<file path="src/hdl/rpi_core_note_unused.sv">
`timescale 1ns/1ps
`default_nettype none
`default_nettype wire

</file>
<file path="src/hdl/rpi_pkg.sv">
// Purpose: constants and carrier types for the rtc prescaler/interrupt block
// Assumes: pclk at 20 MHz, 32.768 kHz oscillator arriving on a pin
// Notes: register words are overlaid by packed structs, bit 0 last
//
// Overview of operation
// - countdown pulse width follows source and value
// - countdown value zero keeps timer stopped
// - clearing flag ends its pulse at once
// - level minute/second irq released by disables
// - watchdog irq level gated by control field
// - watchdog flag read only, writes ignored
// - alarm irq follows alarm flag as level
// - stamp irq follows stamp flags as level
// - switchover irq follows its flag as level
// - battery low irq follows read-only flag
// - test bit turns clock pin into input
// - test mode: 64 pin edges per second
// - stop bit holds prescaler top at zero
// - after stop, first second after 32 edges
// - stop suppresses second ticks, time frozen
// - stop leaves clock output running
// - lower nine stages run while stopped
// - time advances on top stage rising
// - first stage clocked by 32.768 kHz oscillator
// - pulse select picks pulse or level minute/second and countdown irqs
// - interrupt pin open drain, released when idle
// - minute/second pulse lasts one 64 Hz period
package rpi_pkg;

    // ------------------------------------------------------------------
    // register byte addresses
    // ------------------------------------------------------------------
    localparam logic [7:0] ADDR_CTRL = 8'h00;
    localparam logic [7:0] ADDR_IRQ_EN = 8'h04;
    localparam logic [7:0] ADDR_FLAGS = 8'h08;
    localparam logic [7:0] ADDR_TIMER = 8'h0c;
    localparam logic [7:0] ADDR_TIME = 8'h10;
    localparam logic [7:0] ADDR_PRESC = 8'h14;

    // ------------------------------------------------------------------
    // prescaler and timing constants
    // ------------------------------------------------------------------
    localparam int OSC_HZ = 32768; // oscillator rate
    localparam int LOW_W = 9; // stages F0..F8
    localparam int UP_W = 6; // stages F9..F14
    localparam int DIV_4096_BITS = 3; // 32768 / 2**3 = 4096 Hz
    localparam int PW_W = 10; // pulse counter width
    localparam int PW_4096_N1_DEN = 8192; // 1/8192 s
    localparam int PW_4096_DEN = 4096; // 1/4096 s
    localparam int PW_64_N1_DEN = 128; // 1/128 s
    localparam int PW_SLOW_DEN = 64; // 1/64 s
    // pulse widths counted in oscillator edges
    localparam logic [PW_W-1:0] PW_4096_N1 = PW_W'(OSC_HZ / PW_4096_N1_DEN);
    localparam logic [PW_W-1:0] PW_4096 = PW_W'(OSC_HZ / PW_4096_DEN);
    localparam logic [PW_W-1:0] PW_64_N1 = PW_W'(OSC_HZ / PW_64_N1_DEN);
    localparam logic [PW_W-1:0] PW_SLOW = PW_W'(OSC_HZ / PW_SLOW_DEN);
    localparam logic [5:0] SEC_LAST = 6'h3b; // 59 seconds/minutes

    // ------------------------------------------------------------------
    // register layouts
    // ------------------------------------------------------------------
    typedef enum logic [1:0] {SRC_4096, SRC_64, SRC_1, SRC_60TH} rpi_src_e;

    typedef struct packed {
        logic [24:0] rsvd;
        logic [1:0] wd_ctl; // watchdog_ctl_field
        logic pulse_sel; // timer_irq_pulse_sel
        logic sec_en; // second interrupt enable
        logic min_en; // minute_irq_en
        logic test_en; // ext_clock_test_en
        logic stop;
    } rpi_ctrl_s;

    typedef struct packed {
        logic [26:0] rsvd;
        logic batt_low; // batt_low_irq_en
        logic switchover; // switchover_irq_en
        logic stamp; // stamp_irq_en
        logic alarm; // alarm_irq_en
        logic countdown; // countdown irq enable
    } rpi_irq_en_s;

    typedef struct packed {
        logic [22:0] rsvd;
        logic int_active;
        logic batt_low; // batt_low_flag, read only
        logic switchover; // switchover_flag
        logic [1:0] stamp; // stamp_flags
        logic alarm; // alarm_flag
        logic watchdog; // watchdog_flag, read only
        logic countdown; // countdown_flag
        logic min_sec; // min_sec_flag
    } rpi_flags_s;

    typedef struct packed {
        logic [21:0] rsvd;
        rpi_src_e src;
        logic [7:0] value;
    } rpi_timer_s;

    typedef struct packed {
        logic [19:0] rsvd;
        logic [5:0] minutes;
        logic [5:0] seconds;
    } rpi_time_s;

    // whole state of the block
    typedef struct packed {
        logic [1:0] sync_osc;
        logic osc_d;
        logic [1:0] sync_ext;
        logic ext_d;
        logic [LOW_W-1:0] lower;
        logic [UP_W-1:0] upper;
        rpi_ctrl_s ctrl;
        rpi_irq_en_s irq_en;
        rpi_flags_s flags;
        rpi_timer_s timer;
        rpi_time_s time_cnt;
        logic [7:0] cd_count;
        logic [PW_W-1:0] cd_pw;
        logic [PW_W-1:0] ms_pw;
        logic pready;
        logic pslverr;
        logic [31:0] prdata;
        logic int_oe;
        logic int_n;
        logic clk_out;
        logic clk_oe;
    } rpi_state_s;

endpackage

</file>
<file path="src/hdl/rpi_core.sv">
// Purpose: prescaler, countdown and interrupt pin logic behind an APB slave
// Assumes: flag inputs come from logic on pclk; osc and clock pin are async
// Notes: zero wait state APB; all outputs registered
`timescale 1ns/1ps
`default_nettype none
module rpi_core (
    input wire logic pclk,
    input wire logic presetn,
    input wire logic [7:0] paddr,
    input wire logic psel,
    input wire logic penable,
    input wire logic pwrite,
    input wire logic [31:0] pwdata,
    output logic [31:0] prdata,
    output logic pready,
    output logic pslverr,
    input wire logic osc_clk,
    input wire logic clock_out_pin_i,
    output logic clock_out_pin_o,
    output logic clock_out_pin_oe,
    input wire logic watchdog_flag,
    input wire logic batt_low_flag,
    input wire logic alarm_set,
    input wire logic [1:0] stamp_set,
    input wire logic switchover_set,
    output logic int_n_o,
    output logic int_n_oe
);

    // ------------------------------------------------------------------
    // helpers
    // ------------------------------------------------------------------
    // picks the countdown source tick
    function automatic logic src_tick(input rpi_pkg::rpi_src_e src,
                                      input logic t4096, input logic t64,
                                      input logic t1, input logic t60);
        unique case (src)
            rpi_pkg::SRC_4096: return t4096;
            rpi_pkg::SRC_64: return t64;
            rpi_pkg::SRC_1: return t1;
            rpi_pkg::SRC_60TH: return t60;
        endcase
    endfunction

    // countdown pulse width in oscillator edges
    function automatic logic [rpi_pkg::PW_W-1:0] cd_width(
            input rpi_pkg::rpi_src_e src, input logic n_is_one);
        unique case (src)
            rpi_pkg::SRC_4096:
                return n_is_one ? rpi_pkg::PW_4096_N1 : rpi_pkg::PW_4096;
            rpi_pkg::SRC_64:
                return n_is_one ? rpi_pkg::PW_64_N1 : rpi_pkg::PW_SLOW;
            rpi_pkg::SRC_1, rpi_pkg::SRC_60TH: return rpi_pkg::PW_SLOW;
        endcase
    endfunction

    rpi_pkg::rpi_state_s st; // registered state
    rpi_pkg::rpi_state_s next_st; // next state
    logic osc_tick; // synced oscillator rising edge
    logic ext_tick; // synced clock pin rising edge
    logic base_tick; // 64 Hz base into F9
    logic sec_tick; // F14 rising
    logic min_tick; // minute rollover
    logic ms_evt; // minute/second flag event
    logic cd_evt; // countdown period end
    logic setup; // apb setup cycle
    logic wr; // apb write completes
    logic [4:0] req; // per-source requests

    // ------------------------------------------------------------------
    // next state
    // ------------------------------------------------------------------
    always_comb begin
        next_st = st;
        // first flop only feeds the second
        next_st.sync_osc = {st.sync_osc[0], osc_clk};
        next_st.osc_d = st.sync_osc[1];
        next_st.sync_ext = {st.sync_ext[0], clock_out_pin_i};
        next_st.ext_d = st.sync_ext[1];
        osc_tick = st.sync_osc[1] & ~st.osc_d;
        ext_tick = st.sync_ext[1] & ~st.ext_d;

        // lower stages never stop, so clock out is untouched by stop
        if (osc_tick) begin
            next_st.lower = st.lower + 9'h001;
        end
        // pin edges replace the internal 64 Hz base in test mode
        if (st.ctrl.test_en) begin
            base_tick = ext_tick;
        end else begin
            base_tick = osc_tick & (&st.lower);
        end
        if (st.ctrl.stop) begin
            next_st.upper = '0;
        end else if (base_tick) begin
            next_st.upper = st.upper + 6'h01;
        end
        sec_tick = next_st.upper[rpi_pkg::UP_W-1] &
                   ~st.upper[rpi_pkg::UP_W-1];
        min_tick = sec_tick & (st.time_cnt.seconds == rpi_pkg::SEC_LAST);

        // time counters
        if (sec_tick) begin
            if (st.time_cnt.seconds == rpi_pkg::SEC_LAST) begin
                next_st.time_cnt.seconds = '0;
                if (st.time_cnt.minutes == rpi_pkg::SEC_LAST) begin
                    next_st.time_cnt.minutes = '0;
                end else begin
                    next_st.time_cnt.minutes = st.time_cnt.minutes + 6'h01;
                end
            end else begin
                next_st.time_cnt.seconds = st.time_cnt.seconds + 6'h01;
            end
        end

        // countdown: a zero value holds it idle with no events
        cd_evt = 1'b0;
        if (st.timer.value == 8'h00) begin
            next_st.cd_count = '0;
        end else if (src_tick(st.timer.src,
                osc_tick & (&st.lower[rpi_pkg::DIV_4096_BITS-1:0]),
                              base_tick, sec_tick, min_tick)) begin
            if (st.cd_count <= 8'h01) begin
                next_st.cd_count = st.timer.value;
                cd_evt = 1'b1;
            end else begin
                next_st.cd_count = st.cd_count - 8'h01;
            end
        end

        // apb: answer is registered in setup, write lands at completion
        setup = psel & ~penable;
        wr = psel & penable & st.pready & pwrite;
        next_st.pready = setup;
        next_st.pslverr = 1'b0;
        next_st.prdata = '0;
        if (setup & ~pwrite) begin
            unique case (paddr)
                rpi_pkg::ADDR_CTRL: next_st.prdata = st.ctrl;
                rpi_pkg::ADDR_IRQ_EN: next_st.prdata = st.irq_en;
                rpi_pkg::ADDR_FLAGS: next_st.prdata = st.flags;
                rpi_pkg::ADDR_TIMER: next_st.prdata = st.timer;
                rpi_pkg::ADDR_TIME: next_st.prdata = st.time_cnt;
                rpi_pkg::ADDR_PRESC:
                    next_st.prdata = 32'(({st.upper, st.lower}));
                default: next_st.pslverr = 1'b1;
            endcase
        end else if (setup) begin
            unique case (paddr)
                rpi_pkg::ADDR_CTRL, rpi_pkg::ADDR_IRQ_EN, rpi_pkg::ADDR_FLAGS,
                rpi_pkg::ADDR_TIMER, rpi_pkg::ADDR_TIME,
                rpi_pkg::ADDR_PRESC: next_st.pslverr = 1'b0;
                default: next_st.pslverr = 1'b1;
            endcase
        end
        if (wr) begin
            unique case (paddr)
                rpi_pkg::ADDR_CTRL: begin
                    next_st.ctrl = rpi_pkg::rpi_ctrl_s'(pwdata);
                    next_st.ctrl.rsvd = '0;
                end
                rpi_pkg::ADDR_IRQ_EN: begin
                    next_st.irq_en = rpi_pkg::rpi_irq_en_s'(pwdata);
                    next_st.irq_en.rsvd = '0;
                end
                rpi_pkg::ADDR_FLAGS: begin
                    // write one to clear; watchdog and battery low ignore it
                    next_st.flags.min_sec = st.flags.min_sec & ~pwdata[0];
                    next_st.flags.countdown = st.flags.countdown & ~pwdata[1];
                    next_st.flags.alarm = st.flags.alarm & ~pwdata[3];
                    next_st.flags.stamp = st.flags.stamp & ~pwdata[5:4];
                    next_st.flags.switchover = st.flags.switchover &
                                               ~pwdata[6];
                end
                rpi_pkg::ADDR_TIMER: begin
                    next_st.timer = rpi_pkg::rpi_timer_s'(pwdata);
                    next_st.timer.rsvd = '0;
                    next_st.cd_count = pwdata[7:0]; // reload on write
                end
                rpi_pkg::ADDR_TIME: begin
                    next_st.time_cnt = rpi_pkg::rpi_time_s'(pwdata);
                    next_st.time_cnt.rsvd = '0;
                end
                default: ; // read-only or unmapped: ignored
            endcase
        end

        // events after clears, so a set in the clear cycle wins
        ms_evt = st.ctrl.sec_en ? sec_tick : (st.ctrl.min_en & min_tick);
        next_st.flags.min_sec = next_st.flags.min_sec | ms_evt;
        next_st.flags.countdown = next_st.flags.countdown | cd_evt;
        next_st.flags.alarm = next_st.flags.alarm | alarm_set;
        next_st.flags.stamp = next_st.flags.stamp | stamp_set;
        next_st.flags.switchover = next_st.flags.switchover | switchover_set;
        next_st.flags.watchdog = watchdog_flag;
        next_st.flags.batt_low = batt_low_flag;

        // pulse timers run on oscillator edges
        if (osc_tick && st.ms_pw != '0) begin
            next_st.ms_pw = st.ms_pw - 10'h001;
        end
        if (osc_tick && st.cd_pw != '0) begin
            next_st.cd_pw = st.cd_pw - 10'h001;
        end
        if (ms_evt) begin
            next_st.ms_pw = rpi_pkg::PW_SLOW;
        end
        if (cd_evt) begin
            next_st.cd_pw = cd_width(st.timer.src,
                                     st.timer.value == 8'h01);
        end
        // a cleared flag cuts its pulse short
        if (!next_st.flags.min_sec) begin
            next_st.ms_pw = '0;
        end
        if (!next_st.flags.countdown) begin
            next_st.cd_pw = '0;
        end

        // per-source requests from the new flag values
        if (next_st.ctrl.pulse_sel) begin
            req[0] = (next_st.ms_pw != '0) &
                     (next_st.ctrl.min_en | next_st.ctrl.sec_en);
            req[1] = (next_st.cd_pw != '0) & next_st.irq_en.countdown;
        end else begin
            req[0] = next_st.flags.min_sec &
                     (next_st.ctrl.min_en | next_st.ctrl.sec_en);
            req[1] = next_st.flags.countdown & next_st.irq_en.countdown;
        end
        req[2] = (|next_st.ctrl.wd_ctl) & watchdog_flag;
        req[3] = (next_st.irq_en.alarm & next_st.flags.alarm) |
                 (next_st.irq_en.stamp & (|next_st.flags.stamp));
        req[4] = (next_st.irq_en.switchover &
                  next_st.flags.switchover) |
                 (next_st.irq_en.batt_low & batt_low_flag);
        // open drain: pull low only while a request stands
        next_st.int_oe = |req;
        next_st.int_n = ~(|req);
        next_st.flags.int_active = |req;
        // clock pin is an input in test mode; stop does not touch it
        next_st.clk_out = next_st.lower[0];
        next_st.clk_oe = ~next_st.ctrl.test_en;
    end

    // ------------------------------------------------------------------
    // state register
    // ------------------------------------------------------------------
    always_ff @(posedge pclk or negedge presetn) begin
        if (!presetn) begin
            st <= '0;
            st.int_n <= 1'b1;
            st.clk_oe <= 1'b1;
        end else begin
            st <= next_st;
        end
    end

    assign prdata = st.prdata;
    assign pready = st.pready;
    assign pslverr = st.pslverr;
    assign clock_out_pin_o = st.clk_out;
    assign clock_out_pin_oe = st.clk_oe;
    assign int_n_o = st.int_n;
    assign int_n_oe = st.int_oe;

    // ------------------------------------------------------------------
    // checks
    // ------------------------------------------------------------------
    logic [6:0] chk_base_cnt; // base ticks since last second or stop
    logic chk_first; // next second is the first after stop/reset
    always_ff @(posedge pclk or negedge presetn) begin
        if (!presetn) begin
            chk_base_cnt <= '0;
            chk_first <= 1'b1;
        end else if (st.ctrl.stop) begin
            chk_base_cnt <= '0;
            chk_first <= 1'b1;
        end else if (sec_tick) begin
            chk_base_cnt <= '0;
            chk_first <= 1'b0;
        end else if (base_tick) begin
            chk_base_cnt <= chk_base_cnt + 7'h01;
        end
    end
endmodule // rpi_core
`default_nettype wire

</file>
<file path="config.mk">
export PLATFORM = sky130hd
export DESIGN_NAME = rpi_core
export DESIGN_NICKNAME = d
export VERILOG_FILES = /design/src/hdl/rpi_core_note_unused.sv /design/src/hdl/rpi_pkg.sv /design/src/hdl/rpi_core.sv
export SDC_FILE = /design/constraint.sdc
export NUM_CORES = 1
export LEC_CHECK = 0
export BUFFER_PORTS_ARGS = -buffer_cell sky130_fd_sc_hd__buf_4
export CAP_MARGIN = 20
export CORE_MARGIN = 8
export CORE_UTILIZATION = 50
export CTS_CLUSTER_SIZE = 16
export DETAILED_ROUTE_END_ITERATION = 10
export GPL_TIMING_DRIVEN = 0
export PLACE_DENSITY = 0.74
export SLEW_MARGIN = 20
export SYNTH_ARGS = -nofsm -noshare
export SYNTH_HDL_FRONTEND = slang
export SYNTH_SLANG_ARGS = --single-unit
export TNS_END_PERCENT = 50
</file>
<file path="constraint.sdc">
create_clock -name pclk -period 3 [get_ports pclk]
set_clock_uncertainty 0.05 [all_clocks]
set_input_delay 0.45 -clock pclk [delete_from_list [all_inputs] [get_ports pclk]]
set_output_delay 0.45 -clock pclk [all_outputs]
set_load 0.1 [all_outputs]
</file>
== After elaboration in Yosys (flattened, before gate mapping) ==
Index checks and enable logic that the tools add are counted.

* Add/sub/neg operators: 7
* Magnitude comparators: 1
* Eq/ne operators: 11
* Mux-type cells: 41
* Bitwise gates (word level): 46
* Reduce and logical (&&, ||, !) cells: 19

{| class="wikitable"
|+ Operators with widths
! operator !! number
|-
| 15-bit case mux with 6 select lines || 1
|-
| 10-bit 2-to-1 mux || 8
|-
| 74-bit 2-to-1 mux || 1
|-
| 10-bit nonzero test || 4
|-
| 39-bit 2-to-1 mux || 1
|-
| 32-bit 2-to-1 mux || 1
|-
| 8-bit 2-to-1 mux || 4
|-
| 6-bit 2-to-1 mux || 5
|-
| 10-bit case mux with 3 select lines || 1
|-
| 1-bit bitwise AND || 25
|-
| 12-bit 2-to-1 mux || 2
|-
| 10-bit by 1-bit subtractor with 10-bit output, second input constant || 2
|-
| 6-bit by 1-bit adder with 6-bit output, second input constant || 3
|-
| 8-bit by 4-bit == test with 1-bit output, second input constant || 2
|-
| 8-bit by 5-bit == test with 1-bit output, second input constant || 2
|-
| 8-bit zero test || 2
|-
| 6-bit == test, second input constant || 2
|-
| 4-bit 2-to-1 mux || 3
|-
| 1-bit NOT || 11
|-
| 9-bit by 1-bit adder with 9-bit output, second input constant || 1
|-
| 1-bit 2-to-1 mux || 9
|-
| 9-bit AND reduction || 1
|-
| 8-bit by 1-bit == test with 1-bit output, second input constant || 1
|-
| 8-bit by 3-bit == test with 1-bit output, second input constant || 1
|-
| 20 further kinds || 32
|}

* Register bits after elaboration: 128
* Input port bits: 53
* Output and inout port bits: 38
* Logic and storage cells: 164

== Longest topological paths before layout ==
Gate-level depths: netlist of the first run.

* Depth in word-level cells: 21
* Mapped depth: 13
* Mapped depth without buffers: 12

== Worst setup path before layout of the first run ==
Ideal clock, no wire load.

* Path kind: reg2reg
* From: register st[232] (netlist bit)
* To: register st (netlist bit int_n_o)
* Arrival: 3403 ps
* Data required time: 2887 ps
* Setup slack: -517 ps
* Stages on the path, launching flop included: 13
* Buffers on the path: 0
* Clock period less this slack: 3517 ps
* Path through: dfrtp_1 -> ha_1 -> and3_1 -> and3_1 -> ha_1 -> nand4bb_1 -> a211o_1 -> o21a_1 -> o21ai_2 -> a41oi_1 -> a211o_1 -> o31ai_2 -> and4_1

{| class="wikitable"
|+ RTL lines
! item !! line !! RTL
|-
| start: declaration || rpi_core.sv:57 || <nowiki>rpi_pkg::rpi_state_s st;</nowiki>
|-
| start signal: assignment || rpi_core.sv:254 || <nowiki>st <= next_st;</nowiki>
|}

==> results of run 1 <==
## cell type report
type / instances / area [µm²]
buffer: 52 / 339
clock buffer: 14 / 284
clock inverter: 2 / 60.1
fill: 999 / 4640
inverter: 19 / 71.3
multi-input combinational: 452 / 3090
sequential: 111 / 2790
tap: 147 / 184
timing repair buffer: 60 / 460
## path summary, 6_finish.rpt
check / cells past startpoint / start / end
worst max-delay path: 12 / st[232] / int_n_o
worst min-delay path: 1 / presetn / prdata[13]
max in group asynchronous: 1 / presetn / st[232]
worst max register to register: 12 / st[232] / int_n_o
worst min register to register: 0 / next_st[246] / next_st[244]
min in group pclk: 1 / osc_clk / next_st[246]
## sequential cells by signal (all words and copies together) (netlist names)
signal,flops
next_st,4
clock_out_pin_oe,1
int_n_oe,1
pready,1
pslverr,1
st,87
prdata,15
int_n_o,1
## stage by stage
step / worst slack [ns] / setup TNS [ns] / area (µm²) / total power, mW / instances
floorplan: -0.0144 / -0.0217 / 6140 / 2.73 / 634
global placement: -0.480 / -3.28 / 6710 / 2.98 / 833
detailed placement: -0.477 / -3.30 / 6720 / 3.02 / 833
CTS: -0.0175 / -0.0175 / 7180 / 4.41 / 853
global route: -0.0400 / -0.0818 / 7270 / 4.67 / 857
finish: 0.0420 / 0 / 7270 / 4.43 / 857
## report_power, final
group | internal (mW) | leakage [nW] | switching (mW)
sequential | 1.68 | 1.37 | 0.238
combinational | 0.459 | 1.76 | 0.706
clock | 0.824 | 0.169 | 0.522
## what timing repair did
| action | 4_1_cts | 5_1_grt |
|---|---|---|
| buffers inserted | 4 | 4 |
| resized for setup | 16 | 12 |
| cloned | 0 | 0 |
| setup endpoints to repair | 17 | 10 |
| pin swaps | 5 | 3 |
## layout by cell type, fill, tap and decap left out, drive strengths merged, types with 7 or more instances in the layout
master	synthesis	routed
and3	10	10
conb	1	17
a31oi	11	11
nand2	58	58
nor2	69	69
inv	19	19
mux2	20	20
nor4	7	7
o21ai	32	32
mux2i	24	24
nor3	12	12
xor2	7	7
a21oi	25	25
dfrtp	109	109
o22ai	8	8
buf	37	98
clkbuf	15	28
nand4	9	9
xnor2	16	16
ha	10	10
nand2b	7	7
nand3	16	16
## metal layers
layer  vias to the layer above  part of all wire  track usage  routed length, µm
met5                         -                 0            0                  0
met4                         0             0.018       0.0538                282
met3                        21             0.074       0.0624               1140
met2                       172              0.49        0.333               7560
met1                      2437              0.42        0.238               6420
li1                       2325                 -            -                  -
## worst max-delay path, stage by stage, from the launching register on
cell and delay (ns):
dfrtp_4 0.43, ha_4 0.14, and3_4 0.19, and3_4 0.19, ha_4 0.15, nand4bb_4 0.16
a211o_1 0.35, o21a_4 0.24, o21ai_4 0.20, a41oi_2 0.07, a211o_1 0.28, o31ai_4 0.22
and4_1 0.24
## kinds of logic (layout without fill, tap and decap cells)
group	Yosys count	count (layout)	synth area share
other	1	17	0.000619
AOI/OAI and AO/OA	124	124	0.135
and+or+nand+nor	234	234	0.207
adders and majority gates	10	10	0.0207
muxes	44	44	0.0769
buffers and inverters	71	147	0.0671
DFF	111	111	0.459
xor gates and xnor gates	23	23	0.0333
==> impl_metrics.py, run 1 <==
metrics = {
    "global_route": {
        "grt_pass1_vias": 4883,
        "grt_max_degree": 112,
        "gr-usage-all-layers": 0.197,
        "grt_overflow": 0,
        "antenna_found_initial": 0,
        "grt_pass1_wl_um": 25000,
    },
    "cts": {
        "clk_latency_ns": 0.35,
        "cts_root_buf": "clkbuf_16",
        "tritoncts": "done",
        "clk_path_buf_depth": 2,
        "numCtsBuffers": 9,
        "ctsHoldBuffers": 0,
        "clkTransAtPathRegs_ns": 0.07,
        "htreeDepth": 3,
        "cts_sinks": 111,
    },
    "detailed_routing": {
        "wl_um": 15400,
        "drt_iter0_drc": 389,
        "vias_per_cell": 5.78,
        "vias": 4955,
        "dr.pass1.iters": 5,
        "drc": 0,
        "postRouteAntennaNets": 0,
        "wire_per_inst_um": 18.0,
    },
    "die": {
        "die_h_um": 126,
        "die-width_um": 126,
        "dieArea_um2": 15900,
        "rows": 40,
        "io_pins": 91,
        "core_area_um2": 11900,
        "initial_core_util": 0.508,
    },
    "synthesis": {
        "yosys-top-cells-area": "dfrtp_1, nor2_1, mux2i_1",
        "ys.flop_type": "dfrtp_1",
        "synth-edff-count": 0,
        "yosysTopAreaCell": "dfrtp_1",
        "synthTopCellsByCount": "dfrtp_1, nor2_1, nand2_1, buf_4, o21ai_0",
        "synth_seq_area_share": 0.459,
        "synth_seq_cells": 111,
        "ys_async_sr_fraction": 1.00,
        "yosys.area.top_type_share": 0.450,
        "avgSynthCellArea_um2": 9.80,
        "netlist_instances": 618,
        "synthMostInstantiatedCell": "dfrtp_1",
        "syn_area_um2": 6060,
        "ys_types": 75,
        "yosys_warnings": 0,
    },
    "setup_path": {
        "worstSetupStartpointType": "register",
        "arrival_ns": 3.20,
        "path_max_fanout": 4,
        "cp.required_ns": 3.25,
        "end_kind": "register",
        "criticalPathCategory": "reg2reg",
        "r2r_slack_ns": 0.04,
    },
    "pwr": {
        "ir_drop_mv": 0.282,
        "p_leak_nw": 3.30,
        "power_density_nw_per_um2": 610,
    },
    "sta": {
        "drv_slew": 0,
        "finalCritPeriodShare": 0.986,
        "fin_crit_ns": 2.96,
        "setup_violations": 0,
        "hold_violations": 0,
        "holdWs_ns": 0.142,
        "timing_worst_slew_pin_value_ns": 0.896,
        "slew_headroom": 0.403,
        "rsz0062_at_grt": "yes",
        "fmax_mhz": 338,
    },
    "job": {
        "max_cap_viol_count": 0,
    },
    "layout": {
        "diodes": 0,
        "synthToLayoutAreaGrowth_pct": 20.0,
        "final_core_util": 0.610,
        "fin_nets": 768,
        "drive_above_1_share": 0.252,
    },
    "hold_path": {
        "hp-class": "in2async",
    },
    "outcome": {
        "outcome": "completed",
    },
    "placement": {
        "globalplace.congestion": 0.911,
        "dp_hpwl_um": 11300,
        "io_buffers": 52,
    },
}
(Power assumes the default switching activity.)
==> inputs of run 2 (changes only) <==
--- a/config.mk
+++ b/config.mk
@@ -12,7 +12,7 @@
 export CTS_CLUSTER_SIZE = 16
 export DETAILED_ROUTE_END_ITERATION = 10
 export GPL_TIMING_DRIVEN = 0
-export PLACE_DENSITY = 0.74
+export PLACE_DENSITY = 0.75
 export SLEW_MARGIN = 20
 export SYNTH_ARGS = -nofsm -noshare
 export SYNTH_HDL_FRONTEND = slang
==> run 2 against run 1 <==
  * Cell count up 0.12%
  * Total power down 0.88%
  * Setup slack worse by 0.027 ns
  * Cell area about the same
  * Core utilization about the same
  * Combinational power about the same
  * Clock-buffer cell count down 5
  * Clock power down 4%
  * Critical path depth unchanged
  * Die area unchanged
  * Hold slack better by 0.011 ns
==> impl_metrics.py, run 2 (same netlist as run 1, synthesis figures left out) <==
metrics = {
    "outcome": {
        "outcome": "completed",
    },
    "die": {
        "io_pins": 91,
        "die-width_um": 126,
        "die_h_um": 126,
        "dieArea_um2": 15900,
        "core_area_um2": 11900,
        "initial_core_util": 0.508,
        "rows": 40,
    },
    "global_route": {
        "antenna_found_initial": 0,
        "grt_overflow": 0,
        "grt_pass1_wl_um": 25600,
        "grt_max_degree": 112,
        "gr-usage-all-layers": 0.200,
        "grt_pass1_vias": 4893,
    },
    "layout": {
        "seqCellArea_um2": 2790,
        "multi_input_area_um2": 3080,
        "largest_reg_flops": 87,
        "synthToLayoutAreaGrowth_pct": 20.0,
        "final_cell_count_no_fill": 858,
        "drive_above_1_share": 0.252,
        "final_cell_mix": "dfrtp_1, buf_4, nor2_1",
        "diodes": 0,
        "fillers": 984,
        "fin_nets": 769,
        "final_common_cell": "dfrtp_1",
        "finish.instance_area_um2": 7270,
        "top_register": "st",
    },
    "cts": {
        "cts_root_buf": "clkbuf_16",
        "tritoncts": "done",
        "clkTransAtPathRegs_ns": 0.07,
        "cts_sinks": 111,
        "clk_path_buf_depth": 2,
        "numCtsBuffers": 9,
        "clk_latency_ns": 0.35,
        "htreeDepth": 3,
    },
    "sta": {
        "rsz0062_at_grt": "yes",
        "drv_slew": 0,
        "fin_ws_ns": 0.0149,
        "finalCritPeriodShare": 0.995,
        "fin_crit_ns": 2.99,
        "fmax_mhz": 335,
        "hold_violations": 0,
        "slew_headroom": 0.555,
        "timing_worst_slew_pin_value_ns": 0.668,
        "holdWs_ns": 0.153,
        "setup_violations": 0,
    },
    "detailed_routing": {
        "wl_um": 15600,
        "drc": 0,
        "vias": 4868,
        "vias_per_cell": 5.67,
        "wire_per_inst_um": 18.2,
        "drt_iter0_drc": 409,
        "postRouteAntennaNets": 0,
        "dr.pass1.iters": 7,
    },
    "pwr": {
        "power.total_mw": 4.39,
        "power_density_nw_per_um2": 604,
        "ir_drop_mv": 0.362,
        "p_leak_nw": 3.30,
    },
    "job": {
        "max_cap_viol_count": 0,
    },
    "setup_path": {
        "cp.required_ns": 3.24,
        "end_kind": "register",
        "path_max_fanout": 7,
        "arrival_ns": 3.23,
        "criticalPathCategory": "reg2reg",
        "worstSetupStartpointType": "register",
    },
    "placement": {
        "placed_area_um2": 6720,
        "globalplace.congestion": 0.871,
        "dp_hpwl_um": 11600,
        "place_inst": 833,
        "dp_worst_setup_slack_ns": -0.540,
        "io_buffers": 52,
    },
    "hold_path": {
        "hp-class": "in2reg",
    },
}
==> run 2: repair_timing <==
item,CTS,global route
hold buffers,0,1
endpoints found under the setup margin,19,13
pin swaps,5,5
setup buffers,4,3
hold endpoints to repair,0,27
resized for setup,16,12
==> run 2: where the power goes <==
group	internal (mW)	switching, mW	leakage [nW]
logic	0.463	0.725	1.77
registers	1.68	0.231	1.37
clock network	0.733	0.555	0.152
total	2.88	1.51	3.30
==> run 2: final timing paths <==
kind                              start      endpoint  slack [ns]  cells past startpoint
min in group asynchronous       presetn       st[228]        0.47                      2
setup reg to reg                st[232]       int_n_o        0.01                     12
hold reg to reg            next_st[243]  next_st[241]        0.30                      0
hold / removal                  osc_clk  next_st[246]        0.15                      1
setup / recovery                st[232]       int_n_o        0.01                     12
max in group asynchronous       presetn       st[232]        1.71                      3
==> run 2: layout make-up <==
class | count | share of cell area
Inverter | 19 | 0.00981
Tap cell | 147 | 0.0253
Clock inverter | 7 | 0.0134
Buffer | 52 | 0.0467
Clock buffer | 9 | 0.0310
Sequential cell | 111 | 0.383
Multi-Input combinational cell | 452 | 0.424
Timing Repair Buffer | 61 | 0.0666
==> run 2: critical path, stage by stage, from the launching register on <==
cell and delay [ns]:
dfrtp_4 0.43, ha_4 0.13, and3_4 0.18, and3_4 0.19, ha_4 0.15, nand4bb_4 0.17, a211o_1 0.36, o21a_4 0.24
o21ai_4 0.18, buf_4 0.19, o2bb2ai_2 0.11, o31ai_4 0.29, and4_1 0.23
==> run 2: metal layers <==
metal	vias up	wire length, µm	part of all wire	GRT usage
li1	2337	-	-	-
met1	2376	6790	0.43	0.251
met2	131	7550	0.48	0.322
met3	24	902	0.058	0.0489
met4	0	372	0.024	0.0863
met5	-	0	0	0
==> run 2: metrics by stage <==
stage / TNS, ns / utilization
global placement: -3.99 / 0.564
floorplan: -0.0217 / -
finish: 0 / 0.610
detailed placement: -4.26 / 0.564
global route: -0.106 / 0.610
CTS: -0.0100 / 0.601
==> inputs of run 3 (changes only) <==
--- a/config.mk
+++ b/config.mk
@@ -7,13 +7,15 @@
 export LEC_CHECK = 0
 export BUFFER_PORTS_ARGS = -buffer_cell sky130_fd_sc_hd__buf_4
 export CAP_MARGIN = 20
+export CELL_PAD_IN_SITES_DETAIL_PLACEMENT = 0
+export CELL_PAD_IN_SITES_GLOBAL_PLACEMENT = 2
 export CORE_MARGIN = 8
-export CORE_UTILIZATION = 50
+export CORE_UTILIZATION = 33
 export CTS_CLUSTER_SIZE = 16
 export DETAILED_ROUTE_END_ITERATION = 10
 export GPL_TIMING_DRIVEN = 0
-export PLACE_DENSITY = 0.75
-export SLEW_MARGIN = 20
+export PLACE_DENSITY = 0.78
+export SLEW_MARGIN = 5
 export SYNTH_ARGS = -nofsm -noshare
 export SYNTH_HDL_FRONTEND = slang
 export SYNTH_SLANG_ARGS = --single-unit
==> run 3 against run 2 <==
  * Wire length is 9.9% higher
  * Total power up 0.21%
  * Global-route usage shrank 4.9 points
  * Sequential power about the same
  * Sequential cell count unchanged
  * Largest cell class unchanged
  * First-iteration DRC count shrank 36%
  * Setup slack got worse by 0.056 ns
  * The flow now finishes with violations (setup timing)
  * Fmax fell by 1.9%
  * Critical path type unchanged
  * Critical path depth unchanged
==> impl_metrics.py, run 3 (same netlist as run 1, synthesis figures left out) <==
metrics = {
    "cts": {
        "numCtsBuffers": 9,
        "cts_sinks": 111,
        "clk_latency_ns": 0.36,
        "tritoncts": "done",
        "cts_root_buf": "clkbuf_16",
        "clk_path_buf_depth": 2,
        "htreeDepth": 3,
        "clkTransAtPathRegs_ns": 0.08,
    },
    "setup_path": {
        "cp.required_ns": 3.24,
        "arrival_ns": 3.28,
        "worstSetupStartpointType": "register",
        "path_max_fanout": 4,
        "rr_worst_depth": 12,
        "end_kind": "register",
        "criticalPathCategory": "reg2reg",
    },
    "die": {
        "initial_core_util": 0.337,
        "die-width_um": 151,
        "dieArea_um2": 22900,
        "rows": 49,
        "die_h_um": 151,
        "io_pins": 91,
        "core_area_um2": 18000,
    },
    "pwr": {
        "power_density_nw_per_um2": 597,
        "p_leak_nw": 3.30,
        "ir_drop_mv": 0.320,
    },
    "layout": {
        "finish.instance_area_um2": 7370,
        "largest_reg_flops": 87,
        "drive_above_1_share": 0.259,
        "fin_nets": 769,
        "seqCellArea_um2": 2790,
        "fillers": 1752,
        "diodes": 0,
        "synthToLayoutAreaGrowth_pct": 21.7,
        "multi_input_area_um2": 3070,
        "final_core_util": 0.410,
        "top_register": "st",
        "final_cell_mix": "dfrtp_1, buf_4, nor2_1",
        "final_common_cell": "dfrtp_1",
    },
    "outcome": {
        "outcome": "finished with violations",
        "violations": "setup timing",
    },
    "global_route": {
        "grt_pass1_vias": 4817,
        "use_met2": 0.258,
        "grt_pass1_wl_um": 26500,
        "gr-usage-met3": 0.0279,
        "use_met1": 0.193,
        "antenna_found_initial": 0,
        "busiest_layer": "met2",
        "grt_overflow": 0,
        "gr-usage-all-layers": 0.151,
        "grt_max_degree": 62,
    },
    "sta": {
        "drv_slew": 0,
        "fmax_mhz": 329,
        "fin_ws_ns": -0.0415,
        "fin_crit_ns": 3.04,
        "finalSetupTns_ns": -0.0415,
        "finalCritPeriodShare": 1.01,
        "setup_violations": 1,
        "slew_headroom": 0.519,
        "timing_worst_slew_pin_value_ns": 0.722,
        "rsz0062_at_grt": "yes",
        "hold_violations": 0,
    },
    "detailed_routing": {
        "postRouteAntennaNets": 0,
        "vias_per_cell": 5.11,
        "wire_per_inst_um": 18.3,
        "drc": 0,
        "vias": 4802,
        "wl_um": 17200,
        "dr.pass1.iters": 5,
        "drt_iter0_drc": 261,
    },
    "hold_path": {
        "hp-class": "in2async",
    },
    "placement": {
        "placed_area_um2": 6850,
        "io_buffers": 52,
        "globalplace.congestion": 0.823,
        "dp_hpwl_um": 13000,
    },
    "job": {
        "max_cap_viol_count": 0,
    },
}
run 3: where the power goes:
part | switching [mW] | internal (mW)
Sequential | 0.238 | 1.68
Clock | 0.631 | 0.679
Combinational | 0.702 | 0.467
Total | 1.57 | 2.83
run 3: what timing repair did:
item	4_1_cts	5_1_grt
setup buffers	6	3
setup endpoints to repair	15	9
gates resized for setup	16	9
gates cloned	0	0
hold buffers	0	0
pin swaps	6	8
run 3: worst max-delay path: stages, from the launching register on:
cell       delay, ns
dfrtp_4         0.43
ha_4            0.13
and3_4          0.19
and3_4          0.19
ha_4            0.14
nand4bb_4       0.14
a211o_4         0.39
o21a_4          0.25
o21ai_4         0.16
a41oi_2         0.07
a211o_1         0.31
o31ai_2         0.26
and4_1          0.26
run 3: final timing paths:
path	startpoint	slack, ns	end
setup / recovery	st[232]	-0.04	int_n_o
hold / removal	presetn	0.02	st[77]
setup reg to reg	st[232]	-0.04	int_n_o
hold reg to reg	next_st[243]	0.31	next_st[241]
max in group asynchronous	presetn	2.16	int_n_o
min in group pclk	clock_out_pin_i	0.14	next_st[243]
run 3: metrics by stage:
step                power, mW  hold slack (ns)  worst slack [ns]  instances
floorplan                2.73            0.104           -0.0144        634
global placement         3.01            0.283            -0.445        915
detailed placement       3.05            0.289            -0.468        916
CTS                      4.39           0.0354           -0.0379        937
global route             4.63           0.0481            -0.124        940
finish                   4.40           0.0169           -0.0415        940
run 3: area by class of cell:
cell class	instances	area share
buffer	51	0.0453
clock buffer	9	0.0306
clock inverter	7	0.0132
inverter	19	0.00968
multi-input combinational	452	0.417
sequential	111	0.379
tap	229	0.0389
timing repair buffer	62	0.0664
run 3: metal layers:
metal  part of all wire  vias to the layer above
li1                   -                     2341
met5                  0                        -
met2               0.49                       97
met3              0.044                       15
met4              0.012                        0
met1               0.45                     2349
